File: config.mk
export PLATFORM = sky130hd
export DESIGN_NAME = sat_timer
export DESIGN_NICKNAME = d
export VERILOG_FILES = /design/src/rtl/sat_pkg.sv /design/src/rtl/sat_timer.sv /design/src/rtl/sat_clk_src.sv
export SDC_FILE = /design/constraint.sdc
export NUM_CORES = 1
export LEC_CHECK = 0
export BUFFER_PORTS_ARGS = -buffer_cell sky130_fd_sc_hd__clkbuf_2
export CAP_MARGIN = 20
export CORE_MARGIN = 2
export CORE_UTILIZATION = 25
export CTS_BUF_LIST = sky130_fd_sc_hd__clkbuf_4 sky130_fd_sc_hd__clkbuf_8
export DETAILED_ROUTE_END_ITERATION = 16
export HOLD_SLACK_MARGIN = 0.08
export SLEW_MARGIN = 30
export SYNTH_ARGS = -nofsm -noshare
export SYNTH_HDL_FRONTEND = slang
export SYNTH_SLANG_ARGS = --single-unit
File: constraint.sdc
create_clock -name i_clk -period 2.6 [get_ports i_clk]
set_input_delay 0.39 -clock i_clk [delete_from_list [all_inputs] [get_ports i_clk]]
set_output_delay 0.39 -clock i_clk [all_outputs]
set_load 0.01 [all_outputs]
File: src/rtl/sat_pkg.sv
// Purpose: Shared constants and types for the split auto-reload timer
// Assumes: Single 50 MHz system clock, register port with one-cycle read latency
// Notes:   Offsets index a small private register space
package sat_pkg;
	localparam logic [2:0] ADDR_CONTROL   = 3'h0;
	localparam logic [2:0] ADDR_COUNT_LO  = 3'h1;
	localparam logic [2:0] ADDR_COUNT_HI  = 3'h2;
	localparam logic [2:0] ADDR_RELOAD_LO = 3'h3;
	localparam logic [2:0] ADDR_RELOAD_HI = 3'h4;
	localparam logic [2:0] ADDR_CLKCTL    = 3'h5;
	localparam logic [2:0] ADDR_IRQ_EN    = 3'h6;

	localparam int BIT_HOF   = 7;
	localparam int BIT_LOF   = 6;
	localparam int BIT_LIEN  = 5;
	localparam int BIT_CAPEN = 4;
	localparam int BIT_SPLIT = 3;
	localparam int BIT_RUN   = 2;
	localparam int BIT_CKHI  = 1;
	localparam int BIT_CKLO  = 0;
	localparam int BIT_IEN   = 0;

	localparam logic [7:0] CONTROL_RESET = 8'h00;
	localparam logic [7:0] BYTE_RESET    = 8'h00;
	localparam logic [7:0] BYTE_MAX      = 8'hFF;

	localparam logic [1:0] ALT_DIV12 = 2'h0;
	localparam logic [1:0] ALT_EXT8  = 2'h1;
	localparam logic [1:0] ALT_OSC8  = 2'h3;

	localparam logic [3:0] DIV12_LAST = 4'hB;
	localparam logic [2:0] DIV8_LAST  = 3'h7;

	typedef struct packed {
		logic [2:0] addr;
		logic [7:0] wdata;
		logic       wr;
		logic       rd;
	} sat_bus_t;

	typedef struct packed {
		logic [2:0] s_ext;
		logic [2:0] s_osc;
		logic [2:0] d_ext;
		logic [2:0] d_osc;
		logic [3:0] d12;
		logic       tick;
	} sat_src_t;
endpackage : sat_pkg

File: src/rtl/sat_timer.sv
// Purpose: Auto-reload timer, one 16-bit counter or two 8-bit counters
// Assumes: Register port with one-cycle read data, 50 MHz clock
// Notes:   Interrupt output is a level, high while an enabled flag is set, plus a one-cycle pulse for capture
//
// Chosen here: the strobed register port and the address map.

// Notes on behaviour
// - With split mode set the timer is two independent 8-bit counters, each reloading itself.
// - With split mode clear the two bytes form one 16-bit auto-reload counter.
// - Run control gates counting, and in split mode only the high byte, the low byte always running.
// - The alternate clock select picks system /12, external /8, reserved, or oscillator /8.
// - External and oscillator sources are synchronised to the system clock and give no ticks in suspend.
// - One alternate select serves both bytes, each byte choosing it or the full system clock.
// - The high flag is set on high byte rollover from FF, and hardware never clears it.
// - The low flag is set on every low byte overflow in both modes, cleared only by software.
// - With interrupts enabled high overflow interrupts, and with low enable either overflow does.
// - With capture and interrupts enabled an oscillator falling edge copies the count into reload and interrupts.
module sat_timer
	import sat_pkg::*;
(
	input  wire logic       i_clk,
	input  wire logic       i_rst_n,
	input  wire logic [2:0] i_addr,
	input  wire logic [7:0] i_wdata,
	input  wire logic       i_wr,
	input  wire logic       i_rd,
	input  wire logic       i_suspend,
	input  wire logic       i_ext_clk,
	input  wire logic       i_osc,
	output logic      [7:0] o_rdata,
	output logic            o_irq
);
	typedef struct packed {
		logic       susp_m;
		logic       susp;
		logic [7:0] ctl;
		logic [7:0] cnt_lo;
		logic [7:0] cnt_hi;
		logic [7:0] rl_lo;
		logic [7:0] rl_hi;
		logic [1:0] ckctl;
		logic       ien;
		logic       capt;
		logic [7:0] rdata;
		logic       irq;
	} sat_state_t;

	sat_state_t st_reg;
	sat_state_t st_next;
	sat_bus_t   bus;
	logic [1:0] rst_sync_reg;
	logic       rst_n;
	logic       alt_tick;
	logic       osc_fall;
	logic       tick_lo;
	logic       tick_hi;
	logic       split;
	logic       run;
	logic       inc_lo;
	logic       inc_hi;
	logic       ovf_lo;
	logic       ovf_hi;
	logic [7:0] ctl_w;

	always_ff @(posedge i_clk or negedge i_rst_n) begin
		if (!i_rst_n)
			rst_sync_reg <= 2'h0;
		else
			rst_sync_reg <= {rst_sync_reg[0], 1'b1};
	end
	assign rst_n = rst_sync_reg[1];

	assign bus = '{addr: i_addr, wdata: i_wdata, wr: i_wr, rd: i_rd};

	sat_clk_src u_src (
		.i_clk      (i_clk),
		.i_rst_n    (rst_n),
		.i_sel      (st_reg.ctl[1:0]),
		.i_suspend  (st_reg.susp),
		.i_ext_clk  (i_ext_clk),
		.i_osc      (i_osc),
		.o_tick     (alt_tick),
		.o_osc_fall (osc_fall)
	);

	always_comb begin
		st_next          = st_reg;
		st_next.susp_m   = i_suspend;
		st_next.susp     = st_reg.susp_m;
		split            = st_reg.ctl[BIT_SPLIT];
		run              = st_reg.ctl[BIT_RUN];
		// Per byte: alternate tick or every system clock
		tick_lo = st_reg.ckctl[BIT_CKLO] ? 1'b1 : alt_tick;
		tick_hi = st_reg.ckctl[BIT_CKHI] ? 1'b1 : alt_tick;
		if (split) begin
			inc_lo = tick_lo;
			inc_hi = run && tick_hi;
		end else begin
			inc_lo = run && tick_lo;
			inc_hi = inc_lo && (st_reg.cnt_lo == BYTE_MAX);
		end
		ovf_lo = inc_lo && (st_reg.cnt_lo == BYTE_MAX);
		ovf_hi = inc_hi && (st_reg.cnt_hi == BYTE_MAX);

		if (inc_lo)
			st_next.cnt_lo = st_reg.cnt_lo + 8'h01;
		if (inc_hi)
			st_next.cnt_hi = st_reg.cnt_hi + 8'h01;
		if (split) begin
			if (ovf_lo)
				st_next.cnt_lo = st_reg.rl_lo;
			if (ovf_hi)
				st_next.cnt_hi = st_reg.rl_hi;
		end else if (ovf_hi) begin
			st_next.cnt_lo = st_reg.rl_lo;
			st_next.cnt_hi = st_reg.rl_hi;
		end

		st_next.capt = 1'b0;
		ctl_w        = bus.wdata;
		// Software writes
		if (bus.wr) begin
			unique case (bus.addr)
				ADDR_CONTROL:   st_next.ctl   = ctl_w;
				ADDR_COUNT_LO:  st_next.cnt_lo = bus.wdata;
				ADDR_COUNT_HI:  st_next.cnt_hi = bus.wdata;
				ADDR_RELOAD_LO: st_next.rl_lo = bus.wdata;
				ADDR_RELOAD_HI: st_next.rl_hi = bus.wdata;
				ADDR_CLKCTL:    st_next.ckctl = bus.wdata[1:0];
				ADDR_IRQ_EN:    st_next.ien   = bus.wdata[BIT_IEN];
				default:        st_next.ctl   = st_reg.ctl;
			endcase
		end
		// Hardware set wins over a software clear in the same cycle
		if (ovf_hi)
			st_next.ctl[BIT_HOF] = 1'b1;
		if (ovf_lo)
			st_next.ctl[BIT_LOF] = 1'b1;
		if (osc_fall && st_reg.ctl[BIT_CAPEN] && st_reg.ien) begin
			st_next.rl_lo = st_reg.cnt_lo;
			st_next.rl_hi = st_reg.cnt_hi;
			st_next.capt  = 1'b1;
		end

		st_next.rdata = 8'h00;
		if (bus.rd) begin
			unique case (bus.addr)
				ADDR_CONTROL:   st_next.rdata = st_reg.ctl;
				ADDR_COUNT_LO:  st_next.rdata = st_reg.cnt_lo;
				ADDR_COUNT_HI:  st_next.rdata = st_reg.cnt_hi;
				ADDR_RELOAD_LO: st_next.rdata = st_reg.rl_lo;
				ADDR_RELOAD_HI: st_next.rdata = st_reg.rl_hi;
				ADDR_CLKCTL:    st_next.rdata = {6'h00, st_reg.ckctl};
				ADDR_IRQ_EN:    st_next.rdata = {7'h00, st_reg.ien};
				default:        st_next.rdata = 8'h00;
			endcase
		end
		// Level request from flags, plus a one-cycle pulse for capture
		st_next.irq = st_next.ien && (st_next.ctl[BIT_HOF]
			|| (st_next.ctl[BIT_LIEN] && st_next.ctl[BIT_LOF]) || st_next.capt);
	end

	always_ff @(posedge i_clk or negedge rst_n) begin
		if (!rst_n) begin
			st_reg.susp_m <= 1'b0;
			st_reg.susp   <= 1'b0;
			st_reg.ctl    <= CONTROL_RESET;
			st_reg.cnt_lo <= BYTE_RESET;
			st_reg.cnt_hi <= BYTE_RESET;
			st_reg.rl_lo  <= BYTE_RESET;
			st_reg.rl_hi  <= BYTE_RESET;
			st_reg.ckctl  <= 2'h0;
			st_reg.ien    <= 1'b0;
			st_reg.capt   <= 1'b0;
			st_reg.rdata  <= 8'h00;
			st_reg.irq    <= 1'b0;
		end else begin
			st_reg.susp_m <= st_next.susp_m;
			st_reg.susp   <= st_next.susp;
			st_reg.ctl    <= st_next.ctl;
			st_reg.cnt_lo <= st_next.cnt_lo;
			st_reg.cnt_hi <= st_next.cnt_hi;
			st_reg.rl_lo  <= st_next.rl_lo;
			st_reg.rl_hi  <= st_next.rl_hi;
			st_reg.ckctl  <= st_next.ckctl;
			st_reg.ien    <= st_next.ien;
			st_reg.capt   <= st_next.capt;
			st_reg.rdata  <= st_next.rdata;
			st_reg.irq    <= st_next.irq;
		end
	end

	assign o_rdata = st_reg.rdata;
	assign o_irq   = st_reg.irq;

	chk_high_flag_set: assert property (@(posedge i_clk) disable iff (!rst_n)
		ovf_hi |=> st_reg.ctl[BIT_HOF]) else $error("high flag not set");
	chk_high_flag_hold: assert property (@(posedge i_clk) disable iff (!rst_n)
		st_reg.ctl[BIT_HOF] && !bus.wr |=> st_reg.ctl[BIT_HOF]) else $error("high flag lost");
	chk_low_flag_set: assert property (@(posedge i_clk) disable iff (!rst_n)
		ovf_lo |=> st_reg.ctl[BIT_LOF]) else $error("low flag not set");
	chk_low_flag_hold: assert property (@(posedge i_clk) disable iff (!rst_n)
		st_reg.ctl[BIT_LOF] && !bus.wr |=> st_reg.ctl[BIT_LOF]) else $error("low flag lost");
	chk_split_reload: assert property (@(posedge i_clk) disable iff (!rst_n)
		split && ovf_lo && !bus.wr |=> st_reg.cnt_lo == $past(st_reg.rl_lo)) else $error("no reload");
	chk_wide_carry: assert property (@(posedge i_clk) disable iff (!rst_n)
		!split && inc_lo && st_reg.cnt_lo == BYTE_MAX && st_reg.cnt_hi != BYTE_MAX && !bus.wr
		|=> st_reg.cnt_hi == $past(st_reg.cnt_hi) + 8'h01) else $error("no carry");
	chk_lo_free_run: assert property (@(posedge i_clk) disable iff (!rst_n)
		split && !run && tick_lo && st_reg.cnt_lo != BYTE_MAX && !bus.wr
		|=> st_reg.cnt_lo == $past(st_reg.cnt_lo) + 8'h01) else $error("low byte stalled");
	chk_hi_gated: assert property (@(posedge i_clk) disable iff (!rst_n)
		!run && !bus.wr |=> st_reg.cnt_hi == $past(st_reg.cnt_hi)) else $error("high byte ran");
	chk_irq_level: assert property (@(posedge i_clk) disable iff (!rst_n)
		st_reg.ien && st_reg.ctl[BIT_HOF] |-> o_irq) else $error("irq missing");
	chk_irq_off: assert property (@(posedge i_clk) disable iff (!rst_n)
		!st_reg.ien |-> !o_irq) else $error("irq while disabled");
	chk_capture: assert property (@(posedge i_clk) disable iff (!rst_n)
		osc_fall && st_reg.ctl[BIT_CAPEN] && st_reg.ien |=> st_reg.capt && o_irq) else $error("no capture");
	chk_fast_clock: assert property (@(posedge i_clk) disable iff (!rst_n)
		split && st_reg.ckctl[BIT_CKLO] && st_reg.cnt_lo != BYTE_MAX && !bus.wr
		|=> st_reg.cnt_lo == $past(st_reg.cnt_lo) + 8'h01) else $error("fast clock idle");

	cov_split_ovf: cover property (@(posedge i_clk) disable iff (!rst_n) split && ovf_hi && ovf_lo);
	cov_wide_ovf:  cover property (@(posedge i_clk) disable iff (!rst_n) !split && ovf_hi);
	cov_capture:   cover property (@(posedge i_clk) disable iff (!rst_n) st_reg.capt);
	cov_alt_tick:  cover property (@(posedge i_clk) disable iff (!rst_n) alt_tick && !st_reg.ckctl[BIT_CKLO]);
endmodule : sat_timer

File: src/rtl/sat_clk_src.sv
// Purpose: Alternate timer tick source: system clock /12, external /8, oscillator /8
// Assumes: External and oscillator inputs are asynchronous to i_clk
// Notes:   Emits a one-cycle tick enable, never a derived clock
module sat_clk_src
	import sat_pkg::*;
(
	input  wire logic       i_clk,
	input  wire logic       i_rst_n,
	input  wire logic [1:0] i_sel,
	input  wire logic       i_suspend,
	input  wire logic       i_ext_clk,
	input  wire logic       i_osc,
	output logic            o_tick,
	output logic            o_osc_fall
);
	sat_src_t st_reg;
	sat_src_t st_next;
	logic     ext_rise;
	logic     osc_rise;

	always_comb begin
		st_next       = st_reg;
		st_next.s_ext = {st_reg.s_ext[1:0], i_ext_clk};
		st_next.s_osc = {st_reg.s_osc[1:0], i_osc};
		// Edges are taken from the second and third stages only
		ext_rise      = st_reg.s_ext[1] & ~st_reg.s_ext[2];
		osc_rise      = st_reg.s_osc[1] & ~st_reg.s_osc[2];
		st_next.tick  = 1'b0;
		st_next.d12   = (st_reg.d12 == DIV12_LAST) ? 4'h0 : st_reg.d12 + 4'h1;
		if (ext_rise)
			st_next.d_ext = st_reg.d_ext + 3'h1;
		if (osc_rise)
			st_next.d_osc = st_reg.d_osc + 3'h1;
		unique case (i_sel)
			ALT_DIV12: st_next.tick = (st_reg.d12 == DIV12_LAST);
			ALT_EXT8:  st_next.tick = ext_rise && (st_reg.d_ext == DIV8_LAST);
			ALT_OSC8:  st_next.tick = osc_rise && (st_reg.d_osc == DIV8_LAST);
			default:   st_next.tick = 1'b0;
		endcase
		// No alternate ticks while suspended
		if (i_suspend)
			st_next.tick = 1'b0;
	end

	always_ff @(posedge i_clk or negedge i_rst_n) begin
		if (!i_rst_n)
			st_reg <= '0;
		else
			st_reg <= st_next;
	end

	assign o_tick     = st_reg.tick;
	assign o_osc_fall = st_reg.s_osc[2] & ~st_reg.s_osc[1];

	chk_tick_suspend: assert property (@(posedge i_clk) disable iff (!i_rst_n)
		i_suspend |=> !o_tick) else $error("tick during suspend");
endmodule : sat_clk_src

==> results.py <==
metrics = {
    "synth": {
        "synthArstFlopShare": 1.00,
        "yosysSeqAreaShare": 0.472,
        "synth.area.top_cells": "dfrtp_1 47%, mux2i_1 7.5%, mux4_2 3.5%, nor2_1 3.3%, a21oi_1 3.0%",
        "synth_cells": 357,
        "synth_compound_area_frac": 0.126,
        "synth.avg_cell_area_um2": 10.8,
        "yosysMostFrequentCell": "dfrtp_1",
        "ys_ff_latch": 73,
        "yosysWarnings": 0,
        "yosysTopAreaCellShare": 0.472,
        "synth_edf_count": 0,
        "yosys.area_share.adder": 0.0226,
        "synth_xor_area_frac": 0.0226,
        "yosys.area.top_type": "dfrtp_1",
        "ys.flop_type": "dfrtp_1",
        "ys_types": 57,
        "synthSimpleGateAreaFrac": 0.147,
        "muxShareOfSynthArea": 0.163,
        "synthTopCellsByCount": "73 x dfrtp_1, 34 x nor2_1, 29 x mux2i_1",
        "synth_nets": 382,
        "synth_top_family_by_area": "multiplexers",
        "syn-cell-area_mm2": 0.00387,
    },
    "setup_path": {
        "required_ps": 2850,
        "endpoint_kind": "flop",
        "reg2regPathDepth": 5,
        "critical_path_class": "reg2reg",
        "r2r-start": "st_reg[41]",
        "worstSetupStartpointType": "flop",
        "reg2reg_to": "st_reg[32]",
        "cp.arrival_ps": 2310,
        "r2r_slack_ps": 540,
        "worstPathMaxFanout": 6,
    },
    "finish": {
        "drive_gt1_frac": 0.196,
        "final_nets": 402,
        "n_fill_cell": 1545,
        "area_growth_pct": 13.2,
        "postLayoutCoreUtil": 0.289,
        "largest_reg_flops": 42,
        "diodes": 0,
    },
    "clocking": {
        "clock-root-buffer": "clkbuf_8",
        "cts_sinks": 73,
        "htree_levels": 3,
        "post_cts_resized": 0,
        "cts_max_path_buffers": 2,
        "cts_buffers": 9,
        "path_clk_slew_ps": 80,
        "cts_tree": "yes",
        "clk_latency_ps": 360,
    },
    "floorplanning": {
        "die_area_mm2": 0.0165,
        "die_y_um": 128,
        "initial_utilization": 0.256,
        "coreArea_mm2": 0.0151,
        "num_rows": 45,
        "io_pins": 27,
        "die_w_um": 128,
    },
    "timing": {
        "finClkSkew_ps": 8.56,
        "whs_ps": 118,
        "setup_viol": 0,
        "hold_viol": 0,
        "rsz0062_at_grt": "no",
        "slew_headroom": 0.623,
        "slew_violations": 0,
        "fin_crit_sh": 0.792,
        "period_minus_slack_ps": 2060,
        "fin_tns_setup_ps": 0,
        "worst_slew_pin_slew_ps": 563,
        "fmax_mhz": 486,
    },
    "power": {
        "pwr-share-comb": 0.265,
        "pwr-share-seq": 0.480,
        "p_clk_frac": 0.256,
        "p_leak_nw": 1.89,
        "p_sw_frac": 0.343,
        "powerDensity_mw_per_mm2": 914,
        "finalPower_mw": 4.01,
        "max-vdd-ir-drop_mv": 0.259,
        "p_int_mw": 2.63,
        "switchingPower_mw": 1.38,
    },
    "detailed_routing": {
        "via_per_inst": 4.91,
        "wl_um": 9110,
        "dr.pass1.iters": 4,
        "vias": 2800,
        "drt.antenna.violating_nets": 0,
        "drtIter0Drc": 183,
        "drc": 0,
        "wl_per_cell_um": 16.0,
    },
    "global_route": {
        "grt.total_usage": 0.116,
        "grt_overflow_total": 0,
        "grt_max_degree": 64,
        "grt_pass1_wl_um": 15000,
        "grt_pass1_vias": 2832,
        "antenna_found_initial": 1,
    },
    "place": {
        "io_buffers": 26,
        "place_congestion": 0.856,
        "hpwlAfterDp_um": 6590,
    },
    "run_status": {
        "status": "finished clean",
    },
    "run": {
        "cap_viol_max_count": 0,
    },
    "min_path": {
        "min_path_type": "reg2async",
    },
}
what timing repair did:
action,in CTS,in global routing
buffers inserted,0,0
hold buffers,1,0
endpoints found under the hold margin,2,0
cell type report:
type                            count  area, um^2  share of cell area
Multi-Input combinational cell    253        1870               0.426
Sequential cell                    73        1830               0.417
Tap cell                          188         235              0.0537
Timing Repair Buffer               34         205              0.0468
Clock buffer                       13         160              0.0365
Clock inverter                      3        65.1              0.0148
Inverter                            6        22.5             0.00514
worst max-delay path, cell delays in order, from the launching register on:
cell and delay [ps]:
dfrtp_1 520, nand4_4 190, o41ai_4 470, nand2_1 230, o32a_1 340, o211a_1 210
placed cells by master (no fill, tap or decap), types with 3 or more instances in the layout:
master    count
inv_1         6
clkbuf_8     10
xor2_1        5
dfrtp_1      72
a21boi_0      6
nor2_1       34
mux4_2        6
a211oi_1      3
nand3_1      13
mux2_1        8
a31oi_1       4
buf_4         6
a22oi_1       3
xnor2_1       5
clkbuf_2     26
a21oi_1      23
mux2i_1      29
mux2_2        8
o21ai_1      12
ha_1          7
nand2_1      26
nand4_1       3
nor3_1        5
clkbuf_4      3
nand2b_1      9
nor2b_1       5
power groups by stage:
stage               registers (mW)  clock network [mW]  logic [mW]
CTS                           1.92                1.05        1.07
floorplan                     1.78                   0       0.884
global placement              1.92                   0        1.03
detailed placement            1.93                   0        1.07
global route                  1.97                1.10        1.20
finish                        1.92                1.02        1.06
per-layer routing:
layer	up-vias	wire length, um	GRT usage
li1	1312	-	-
met1	1395	4120	0.152
met2	77	4290	0.184
met3	14	522	0.0308
met4	2	159	0.0465
met5	-	13	0
kinds of logic after synthesis:
family	count (synthesis)
other cells	1
simple gates	110
buf+inv	31
compound gates	73
mux	52
xor+xnor	10
fa+ha+maj	7
flops	73
worst max-delay path by stage:
stage            endpoint  slack (ps)  cells past startpoint       startpoint
2_1_floorplan       o_irq         420                      0  rst_sync_reg[1]
4_1_cts        st_reg[32]         530                      5       st_reg[41]
3_5_place_dp   st_reg[32]         530                      5       st_reg[41]
5_1_grt        st_reg[37]         470                      6       st_reg[30]
6_report       st_reg[32]         540                      5       st_reg[41]
3_3_place_gp   st_reg[32]         560                      5       st_reg[41]
metrics by stage:
stage	instance area (um^2)	cells	worst slack (ps)
finish	4380	570	541
global route	4380	570	468
CTS	4380	570	531
detailed placement	4150	553	531
global placement	4150	553	563
floorplan	3870	357	417
(Power assumes the default switching activity.)
